<file path="config.mk">
export PLATFORM = sky130hd
export DESIGN_NAME = fieldbus_slave_state_sync
export DESIGN_NICKNAME = d
export VERILOG_FILES = /design/src/core/fieldbus_sync_pkg.sv /design/src/core/pdo_decode.sv /design/src/core/fieldbus_slave_state_sync.sv
export SDC_FILE = /design/constraint.sdc
export NUM_CORES = 1
export LEC_CHECK = 0
export BUFFER_PORTS_ARGS = -buffer_cell sky130_fd_sc_hd__buf_2
export CAP_MARGIN = 10
export CORE_MARGIN = 4
export CORE_UTILIZATION = 40
export DETAILED_ROUTE_END_ITERATION = 16
export GPL_TIMING_DRIVEN = 1
export SLEW_MARGIN = 15
export SYNTH_ARGS = -nofsm -noshare
export SYNTH_HDL_FRONTEND = slang
export SYNTH_SLANG_ARGS = --single-unit
</file>
<file path="constraint.sdc">
create_clock -name clk -period 2.1 [get_ports clk]
set_clock_uncertainty 0.2 [all_clocks]
set_input_delay 0.21 -clock clk [delete_from_list [all_inputs] [get_ports clk]]
set_output_delay 0.21 -clock clk [all_outputs]
set_load 0.005 [all_outputs]
</file>
<file path="src/core/fieldbus_sync_pkg.sv">
// Functional notes
// - Free-run mode applies incoming process data at once, no sync event.
// - Free-run only with asynchronous motion modes, never cyclic synchronous.
// - Distributed-clock mode captures received process data on arrival.
// - Distributed-clock mode holds captured data until the sync event.
// - Decode and control computation finish before the next sync event.
// - Prepared control action applied on the sync event, no added delay.
// - Upward changes go one level at a time; skipping requests refused.
// - Downward changes may jump straight to any lower level.
// - A requested change that cannot complete reports an error to master.
// - Init state exchanges no mailbox or process data traffic.
// - Pre-Operational serves mailbox and SDO only; no process data.
// - Safe-Operational serves mailbox and transmit PDOs; receive stays off.
// - Operational serves mailbox, receive and transmit PDO exchange.
// - Classic SDO transfers carry at most eight payload bytes.
// - Mailbox SDO keeps its header unchanged; payload may be enlarged.
// - Receive PDOs flow master to device; transmit PDOs device to master.
// - Distributed-clock mode refreshes PDO contents once per sync cycle.
// - Free-run mode updates PDO contents whenever new data arrives.
package fieldbus_sync_pkg;

	typedef enum logic [1:0]
	{
		ST_INIT,
		ST_PREOP,
		ST_SAFEOP,
		ST_OP
	} comm_state_t;

	localparam logic [1:0] ERR_NONE   = 2'h0;
	localparam logic [1:0] ERR_SKIP   = 2'h1;
	localparam logic [1:0] ERR_CONFIG = 2'h2;

	localparam int CLASSIC_SDO_BYTES = 8;
	localparam int MBX_MAX_BYTES     = 128;
	localparam int MBX_LEN_W         = 8;
	localparam int MBX_HDR_W         = 16;
	localparam int PDO_W             = 64;
	localparam int DECODE_LAT        = 4;
	localparam int CLK_PERIOD_NS     = 40;

endpackage : fieldbus_sync_pkg

</file>
<file path="src/core/pdo_decode.sv">
`timescale 1ns/1ns
// Multi-cycle decode stage; a new start restarts with the newest data.
module pdo_decode #(
	parameter int W   = fieldbus_sync_pkg::PDO_W,
	parameter int LAT = fieldbus_sync_pkg::DECODE_LAT
)(
	input  wire logic         clk,
	input  wire logic         nrst,
	input  wire logic         start,
	input  wire logic [W-1:0] din,
	output logic              busy,
	output logic              done,
	output logic [W-1:0]      dout
);
	localparam int CW = $clog2(LAT + 1);

	logic [CW-1:0] cnt_reg;
	logic [CW-1:0] cnt_next;
	logic [W-1:0]  data_reg;
	logic [W-1:0]  data_next;
	logic          done_reg;
	logic          done_next;

	always_comb
	begin
		cnt_next  = cnt_reg;
		data_next = data_reg;
		done_next = 1'b0;
		if (start)
		begin
			// Captured on arrival, not on the sync event
			data_next = din;
			cnt_next  = CW'(LAT);
		end
		else if (cnt_reg != '0)
		begin
			cnt_next  = cnt_reg - CW'(1);
			done_next = (cnt_reg == CW'(1));
		end
	end

	always_ff @(posedge clk or negedge nrst)
	begin
		if (!nrst)
		begin
			cnt_reg  <= '0;
			data_reg <= '0;
			done_reg <= 1'b0;
		end
		else
		begin
			cnt_reg  <= cnt_next;
			data_reg <= data_next;
			done_reg <= done_next;
		end
	end

	assign busy = (cnt_reg != '0);
	assign done = done_reg;
	assign dout = data_reg;

endmodule : pdo_decode

</file>
<file path="src/core/fieldbus_slave_state_sync.sv">
`timescale 1ns/1ns
module fieldbus_slave_state_sync #(
	parameter int PDO_W   = fieldbus_sync_pkg::PDO_W,
	parameter int DEC_LAT = fieldbus_sync_pkg::DECODE_LAT,
	parameter int MBX_MAX = fieldbus_sync_pkg::MBX_MAX_BYTES
)(
	input  wire logic                                   clk,
	input  wire logic                                   nrst,
	input  wire logic                                   dc_mode,
	input  wire logic                                   cyclic_mode,
	input  wire logic                                   sync0,
	input  wire logic                                   req_valid,
	input  wire fieldbus_sync_pkg::comm_state_t         req_state,
	output fieldbus_sync_pkg::comm_state_t              comm_state,
	output logic                                        req_ack,
	output logic                                        req_err,
	output logic [1:0]                                  req_err_code,
	input  wire logic                                   mbx_valid,
	output logic                                        mbx_ready,
	input  wire logic                                   mbx_classic,
	input  wire logic [fieldbus_sync_pkg::MBX_HDR_W-1:0] mbx_hdr,
	input  wire logic [fieldbus_sync_pkg::MBX_LEN_W-1:0] mbx_len,
	output logic                                        mbx_reject,
	output logic                                        sdo_valid,
	input  wire logic                                   sdo_ready,
	output logic [fieldbus_sync_pkg::MBX_HDR_W-1:0]     sdo_hdr,
	output logic [fieldbus_sync_pkg::MBX_LEN_W-1:0]     sdo_len,
	input  wire logic                                   rx_valid,
	output logic                                        rx_ready,
	input  wire logic [PDO_W-1:0]                       rx_data,
	output logic                                        drive_cmd_valid,
	output logic [PDO_W-1:0]                            drive_cmd,
	output logic                                        late_fault,
	output logic                                        data_miss,
	output logic                                        mode_fault,
	input  wire logic                                   status_strobe,
	input  wire logic [PDO_W-1:0]                       drive_status,
	output logic                                        tx_valid,
	input  wire logic                                   tx_ready,
	output logic [PDO_W-1:0]                            tx_data
);
	typedef fieldbus_sync_pkg::comm_state_t st_t;
	localparam int LW = fieldbus_sync_pkg::MBX_LEN_W;

	function automatic st_t up_one(input st_t s);
		case (s)
			fieldbus_sync_pkg::ST_INIT:   return fieldbus_sync_pkg::ST_PREOP;
			fieldbus_sync_pkg::ST_PREOP:  return fieldbus_sync_pkg::ST_SAFEOP;
			default:                      return fieldbus_sync_pkg::ST_OP;
		endcase
	endfunction : up_one

	function automatic logic mbx_ok(input st_t s);
		return s != fieldbus_sync_pkg::ST_INIT;
	endfunction : mbx_ok

	function automatic logic txpdo_ok(input st_t s);
		return s == fieldbus_sync_pkg::ST_SAFEOP ||
			s == fieldbus_sync_pkg::ST_OP;
	endfunction : txpdo_ok

	function automatic logic rxpdo_ok(input st_t s);
		return s == fieldbus_sync_pkg::ST_OP;
	endfunction : rxpdo_ok

	function automatic logic state_next_ok(input st_t r, input st_t s,
		input logic cfg);
		if (r <= s)
			return 1'b1;
		if (r != up_one(s))
			return 1'b0;
		return !(r != fieldbus_sync_pkg::ST_PREOP && cfg);
	endfunction : state_next_ok

	// Communication state
	st_t        state_reg;
	st_t        state_next;
	logic       ack_reg;
	logic       ack_next;
	logic       err_reg;
	logic       err_next;
	logic [1:0] code_reg;
	logic [1:0] code_next;
	logic       bad_cfg;

	// Free-run with a cyclic motion mode is a configuration that cannot run
	assign bad_cfg = !dc_mode && cyclic_mode;

	always_comb
	begin
		state_next = state_reg;
		ack_next   = 1'b0;
		err_next   = err_reg;
		code_next  = code_reg;
		if (req_valid)
		begin
			if (req_state > state_reg && req_state != up_one(state_reg))
			begin
				err_next  = 1'b1;
				code_next = fieldbus_sync_pkg::ERR_SKIP;
			end
			else if (req_state > state_reg &&
				req_state != fieldbus_sync_pkg::ST_PREOP && bad_cfg)
			begin
				err_next  = 1'b1;
				code_next = fieldbus_sync_pkg::ERR_CONFIG;
			end
			else
			begin
				// Up by one, or any jump downward
				state_next = req_state;
				ack_next   = 1'b1;
				err_next   = 1'b0;
				code_next  = fieldbus_sync_pkg::ERR_NONE;
			end
		end
	end

	always_ff @(posedge clk or negedge nrst)
	begin
		if (!nrst)
		begin
			state_reg <= fieldbus_sync_pkg::ST_INIT;
			ack_reg   <= 1'b0;
			err_reg   <= 1'b0;
			code_reg  <= fieldbus_sync_pkg::ERR_NONE;
		end
		else
		begin
			state_reg <= state_next;
			ack_reg   <= ack_next;
			err_reg   <= err_next;
			code_reg  <= code_next;
		end
	end

	assign comm_state   = state_reg;
	assign req_ack      = ack_reg;
	assign req_err      = err_reg;
	assign req_err_code = code_reg;

	// Mailbox / SDO
	logic          sdo_v_reg;
	logic          sdo_v_next;
	logic [15:0]   hdr_reg;
	logic [15:0]   hdr_next;
	logic [LW-1:0] len_reg;
	logic [LW-1:0] len_next;
	logic          rej_reg;
	logic          rej_next;
	logic          too_long;

	assign mbx_ready = mbx_ok(state_reg) && (!sdo_v_reg || sdo_ready);
	assign too_long = mbx_classic ?
		(mbx_len > LW'(fieldbus_sync_pkg::CLASSIC_SDO_BYTES)) :
		(mbx_len > LW'(MBX_MAX));

	always_comb
	begin
		sdo_v_next = sdo_v_reg;
		hdr_next   = hdr_reg;
		len_next   = len_reg;
		rej_next   = 1'b0;
		if (sdo_v_reg && sdo_ready)
			sdo_v_next = 1'b0;
		if (!mbx_ok(state_reg))
			sdo_v_next = 1'b0;
		else if (mbx_valid && mbx_ready)
		begin
			if (too_long)
				rej_next = 1'b1;
			else
			begin
				sdo_v_next = 1'b1;
				// Header forwarded as received; only the payload grows
				hdr_next   = mbx_hdr;
				len_next   = mbx_len;
			end
		end
	end

	always_ff @(posedge clk or negedge nrst)
	begin
		if (!nrst)
		begin
			sdo_v_reg <= 1'b0;
			hdr_reg   <= 16'h0000;
			len_reg   <= '0;
			rej_reg   <= 1'b0;
		end
		else
		begin
			sdo_v_reg <= sdo_v_next;
			hdr_reg   <= hdr_next;
			len_reg   <= len_next;
			rej_reg   <= rej_next;
		end
	end

	assign sdo_valid  = sdo_v_reg;
	assign sdo_hdr    = hdr_reg;
	assign sdo_len    = len_reg;
	assign mbx_reject = rej_reg;

	// Receive PDO path, master to drive
	logic             dec_busy;
	logic             dec_done;
	logic [PDO_W-1:0] dec_out;
	logic             rx_take;
	logic [PDO_W-1:0] held_reg;
	logic [PDO_W-1:0] held_next;
	logic             full_reg;
	logic             full_next;
	logic [PDO_W-1:0] cmd_reg;
	logic [PDO_W-1:0] cmd_next;
	logic             cmdv_reg;
	logic             cmdv_next;
	logic             late_reg;
	logic             late_next;
	logic             miss_reg;
	logic             miss_next;

	assign rx_ready = rxpdo_ok(state_reg);
	assign rx_take  = rx_valid && rx_ready;

	pdo_decode #(
		.W   (PDO_W),
		.LAT (DEC_LAT)
	) pdo_decode_inst (
		.clk   (clk),
		.nrst  (nrst),
		.start (rx_take),
		.din   (rx_data),
		.busy  (dec_busy),
		.done  (dec_done),
		.dout  (dec_out)
	);

	always_comb
	begin
		held_next = held_reg;
		full_next = full_reg;
		cmd_next  = cmd_reg;
		cmdv_next = 1'b0;
		late_next = 1'b0;
		miss_next = 1'b0;
		if (!rxpdo_ok(state_reg))
			full_next = 1'b0;
		else if (!dc_mode)
		begin
			// Aperiodic: each decoded frame goes out, unless cyclic mode
			if (dec_done && !cyclic_mode)
			begin
				cmd_next  = dec_out;
				cmdv_next = 1'b1;
			end
		end
		else
		begin
			if (dec_done)
			begin
				held_next = dec_out;
				full_next = 1'b1;
			end
			if (sync0)
			begin
				// A frame still decoding would arrive too late for this cycle
				late_next = dec_busy || rx_take;
				miss_next = !full_reg && !dec_busy && !rx_take;
				if (full_reg)
				begin
					cmd_next  = held_reg;
					cmdv_next = 1'b1;
					full_next = dec_done;
				end
			end
		end
	end

	always_ff @(posedge clk or negedge nrst)
	begin
		if (!nrst)
		begin
			held_reg <= '0;
			full_reg <= 1'b0;
			cmd_reg  <= '0;
			cmdv_reg <= 1'b0;
			late_reg <= 1'b0;
			miss_reg <= 1'b0;
		end
		else
		begin
			held_reg <= held_next;
			full_reg <= full_next;
			cmd_reg  <= cmd_next;
			cmdv_reg <= cmdv_next;
			late_reg <= late_next;
			miss_reg <= miss_next;
		end
	end

	assign drive_cmd_valid = cmdv_reg;
	assign drive_cmd       = cmd_reg;
	assign late_fault      = late_reg;
	assign data_miss       = miss_reg;
	assign mode_fault      = bad_cfg && txpdo_ok(state_reg);

	// Transmit PDO path, drive to master
	logic             txv_reg;
	logic             txv_next;
	logic [PDO_W-1:0] txd_reg;
	logic [PDO_W-1:0] txd_next;
	logic             tx_evt;

	// Sampling on the sync edge keeps inputs coherent with outputs
	assign tx_evt = dc_mode ? sync0 : status_strobe;

	always_comb
	begin
		txv_next = txv_reg;
		txd_next = txd_reg;
		if (txv_reg && tx_ready)
			txv_next = 1'b0;
		if (!txpdo_ok(state_reg))
			txv_next = 1'b0;
		else if (tx_evt && (!txv_reg || tx_ready))
		begin
			txv_next = 1'b1;
			txd_next = drive_status;
		end
	end

	always_ff @(posedge clk or negedge nrst)
	begin
		if (!nrst)
		begin
			txv_reg <= 1'b0;
			txd_reg <= '0;
		end
		else
		begin
			txv_reg <= txv_next;
			txd_reg <= txd_next;
		end
	end

	assign tx_valid = txv_reg;
	assign tx_data  = txd_reg;

	a_skip_refused: assert property (@(posedge clk) disable iff (!nrst)
		req_valid && req_state > state_reg && req_state != up_one(state_reg)
		|=> req_err && req_err_code == fieldbus_sync_pkg::ERR_SKIP
			&& $stable(state_reg))
		else $error("level skip was not refused");

	a_down_jump: assert property (@(posedge clk) disable iff (!nrst)
		req_valid && req_state < state_reg
		|=> state_reg == $past(req_state) && req_ack)
		else $error("downward jump not taken");

	a_err_report: assert property (@(posedge clk) disable iff (!nrst)
		req_valid && !state_next_ok(req_state, state_reg, bad_cfg)
		|=> req_err && !req_ack)
		else $error("failed change not reported");

	a_hold_state: assert property (@(posedge clk) disable iff (!nrst)
		!req_valid |=> $stable(state_reg))
		else $error("state moved without request");

	a_init_silent: assert property (@(posedge clk) disable iff (!nrst)
		state_reg == fieldbus_sync_pkg::ST_INIT
		|-> !mbx_ready && !rx_ready ##1 !sdo_valid && !tx_valid)
		else $error("traffic served in init");

	a_safeop_rx_off: assert property (@(posedge clk) disable iff (!nrst)
		state_reg != fieldbus_sync_pkg::ST_OP && $past(state_reg) !=
			fieldbus_sync_pkg::ST_OP |-> !drive_cmd_valid && !rx_ready)
		else $error("receive outputs active below operational");

	a_classic_limit: assert property (@(posedge clk) disable iff (!nrst)
		mbx_valid && mbx_ready && mbx_classic &&
		mbx_len > LW'(fieldbus_sync_pkg::CLASSIC_SDO_BYTES)
		|=> mbx_reject && $stable(sdo_hdr))
		else $error("oversize classic SDO accepted");

	a_hdr_kept: assert property (@(posedge clk) disable iff (!nrst)
		mbx_valid && mbx_ready && !too_long
		|=> sdo_valid && sdo_hdr == $past(mbx_hdr) && sdo_len == $past(mbx_len))
		else $error("mailbox header altered");

	a_sync_apply: assert property (@(posedge clk) disable iff (!nrst)
		dc_mode && sync0 && full_reg && rxpdo_ok(state_reg)
		|=> drive_cmd_valid && drive_cmd == $past(held_reg))
		else $error("held data not applied on sync");

	a_dc_wait: assert property (@(posedge clk) disable iff (!nrst)
		$past(dc_mode) && !$past(sync0) |-> !drive_cmd_valid)
		else $error("distributed-clock data applied off sync");

	a_freerun_apply: assert property (@(posedge clk) disable iff (!nrst)
		!dc_mode && !cyclic_mode && rx_take && rxpdo_ok(state_reg)
		// Four decode cycles, done pulse, then the registered apply
		##1 (!rx_valid && !dc_mode && !cyclic_mode && rxpdo_ok(state_reg))
			[*5] |-> ##1 drive_cmd_valid)
		else $error("free-run data not applied after decode");

endmodule : fieldbus_slave_state_sync

</file>
==> qor.yml <==
outcome:
  outcome: "completed"
synth:
  synthDistinctLibCells: 48
  synth_edf_count: 0
  ys_seq_area_share_pct: 60.9
  synthesis.instances: 971
  synth-seq-cells: 297
  syn_area_per_cell_um2: 12.6
  synth_area_um2: 12200
  synthFlopType: "dfrtp_1"
  ys_warn_count: 0
  async_flop_share_pct: 100
  syn_nets: 1142
die:
  die_w_um: 183
  rows: 63
  die_h_um: 183
  die_area_um2: 33400
  start_util_pct: 40.8
  io_pins: 333
  core_region_area_um2: 29900
pwr:
  p_clk_share_pct: 26.3
  seqPwrFrac_pct: 42.7
  ir_worst_vdd_mv: 0.708
  power.switching_mw: 6.99
  p_comb_share_pct: 31.0
  p_int_mw: 16.0
  p_leak_nw: 9.10
  powerDensity_nw_per_um2: 1320
  p_total_mw: 22.9
  swShare_pct: 30.4
setup_path:
  cp_top_family: "buffers and inverters"
  rrSetupSlack_ns: 0.13
  crit_type: "in -> out"
  crit_slowest_cell: "dlygate4sd3_1"
  end_kind: "primary output"
  worstPathRequired_ns: 1.69
  worstPathMaxFanout: 8
  startpoint_type: "primary input"
  path_buf_inv: 3
  reg2reg_to: "comm_state[1]"
  crit_cells: 5
  crit_arrival_ns: 1.60
  slowest_delay_ns: 0.57
  reg2reg_depth: 7
  rr_startpoint: "comm_state[1]"
  path_cells: "dlygate4sd3_1 > buf_4 > and2b_1 > and2_1 > buf_2"
global_routing:
  grt_pass1_vias: 9516
  grt_pass1_wl_um: 52200
  grt_max_degree: 73
  track_usage_pct: 19.3
  grt_overflow_total: 0
  antenna_found_initial: 0
finish:
  drive_gt1_share_pct: 37.5
  syn2layout_area_growth_pct: 42.3
  design_area_um2: 17400
  stdcell_count: 1908
  n_antenna_cell: 0
  fin_util_pct: 58.1
  nets: 1663
timing:
  tightestPinTransition_ns: 0.610
  max_freq_mhz: 498
  setup_slack_ns: 0.0909
  slew_headroom_pct: 59.3
  finalSetupTns_ns: 0
  timing.final.crit_share_pct: 95.7
  hold_slack_ns: 0.0505
  period_minus_slack_ns: 2.01
  setup_viol: 0
  grt_setup_unrepaired: "false"
  hold_viol_final: 0
  drv_slew: 0
drt:
  wirelength_um: 32700
  wl_per_cell_um: 17.1
  met2_length_um: 15600
  dr.pass1.iters: 4
  m1WireLength_um: 14100
  vias_per_cell: 4.74
  drc: 0
  via_count: 9046
  drtAntennaViolNets: 0
  routed.top_layer: "met4"
  wl_met3_um: 2090
  drt_iter0_markers: 326
clock_network:
  hold_buffers: 165
  cts_resized: 0
  root_buffer: "clkbuf_16"
  clockBufferDepth: 3
  cts_setup_buffers: 0
  clk_latency_ns: 0.51
  htree_num_levels: 2
  clock-sinks: 297
  cts_tree: "done"
  clk_pin_slew_ns: 0.06
  numCtsBuffers: 34
placed_design:
  place_ws_ns: 0.160
  place_area_um2: 14600
  place_inst: 1681
  portBuffers: 332
  place_hpwl_um: 21100
  place_congestion: 0.773
hold_path:
  hp-class: "in -> async"
job:
  drv_cap: 0
## worst reg2reg max path, stage by stage, from the launching register on
cell and delay, ns:
dfrtp_1 0.38, inv_1 0.08, ha_1 0.29, nor2b_1 0.20, o221ai_2 0.15, a21oi_2 0.20
nor2b_4 0.06, mux2_4 0.30
## worst max path at each step
stage / startpoint / to / slack [ns]
floorplan: comm_state[1] / comm_state[1] / 0.14
global placement: comm_state[1] / comm_state[1] / 0.18
detailed placement: comm_state[0] / held_reg[15] / 0.16
CTS: dc_mode / mode_fault / 0.06
global route: mbx_len[0] / sdo_hdr[11] / 0.03
finish: dc_mode / mode_fault / 0.09
## placed cells by master, fill, tap and decap left out, types with 18 or more instances in the layout
master	count
a21oi_1	66
buf_4	25
mux2_2	66
mux2i_1	64
dfrtp_1	297
buf_12	18
nand2_1	203
dlygate4sd3_1	165
mux2_4	61
clkbuf_16	34
mux2_1	26
nor2_1	77
buf_2	330
## cells in the mapped netlist (2+ instances only)
library cell | count | share of area (%)
buf_4 | 2 | 0.12
nor2_1 | 78 | 2.4
mux2i_1 | 64 | 5.3
inv_1 | 8 | 0.25
clkbuf_1 | 7 | 0.22
nor3_1 | 2 | 0.082
mux2_4 | 61 | 7.5
dfrtp_1 | 297 | 61
nor2b_1 | 2 | 0.10
ha_1 | 5 | 0.51
buf_2 | 29 | 1.2
nand3_1 | 3 | 0.12
nand2b_1 | 2 | 0.10
mux2_1 | 26 | 2.4
o21ai_0 | 3 | 0.12
buf_6 | 15 | 1.4
o211ai_1 | 2 | 0.12
a21oi_1 | 66 | 2.7
nand2_1 | 204 | 6.3
mux2_2 | 66 | 6.1
and3_1 | 2 | 0.10
## routing by layer
layer,GRT usage (%),up-vias
li1,-,4303
met1,25.7,4409
met2,32.3,282
met3,4.01,52
met4,5.22,0
met5,0,-
## cell families (layout without fill, tap and decap cells)
group           after synthesis  in the layout  share of synthesized area (%)
compound gates               85             85                           3.98
buf+inv                      62            609                           3.27
simple gates                304            304                           10.0
xor+xnor                      1              1                         0.0718
mux                         217            217                           21.2
flops                       297            297                           60.9
fa+ha+maj                     5              5                          0.513
## power groups by stage
stage,registers [mW],logic [mW],clock network [mW]
global placement,9.77,6.79,0
finish,9.81,7.12,6.03
CTS,9.77,7.21,6.18
floorplan,9.72,3.95,0
detailed placement,9.86,6.89,0
global route,10.2,7.90,6.48
## final cells by class
cell class	count	area, µm²
Clock buffer	49	997
Clock inverter	13	161
Fill cell	2488	12500
Inverter	8	30.0
Multi-Input combinational cell	612	4390
Sequential cell	297	7430
Tap cell	390	488
Timing Repair Buffer	539	3870
Note: power is estimated with default switching activity, not from simulation.
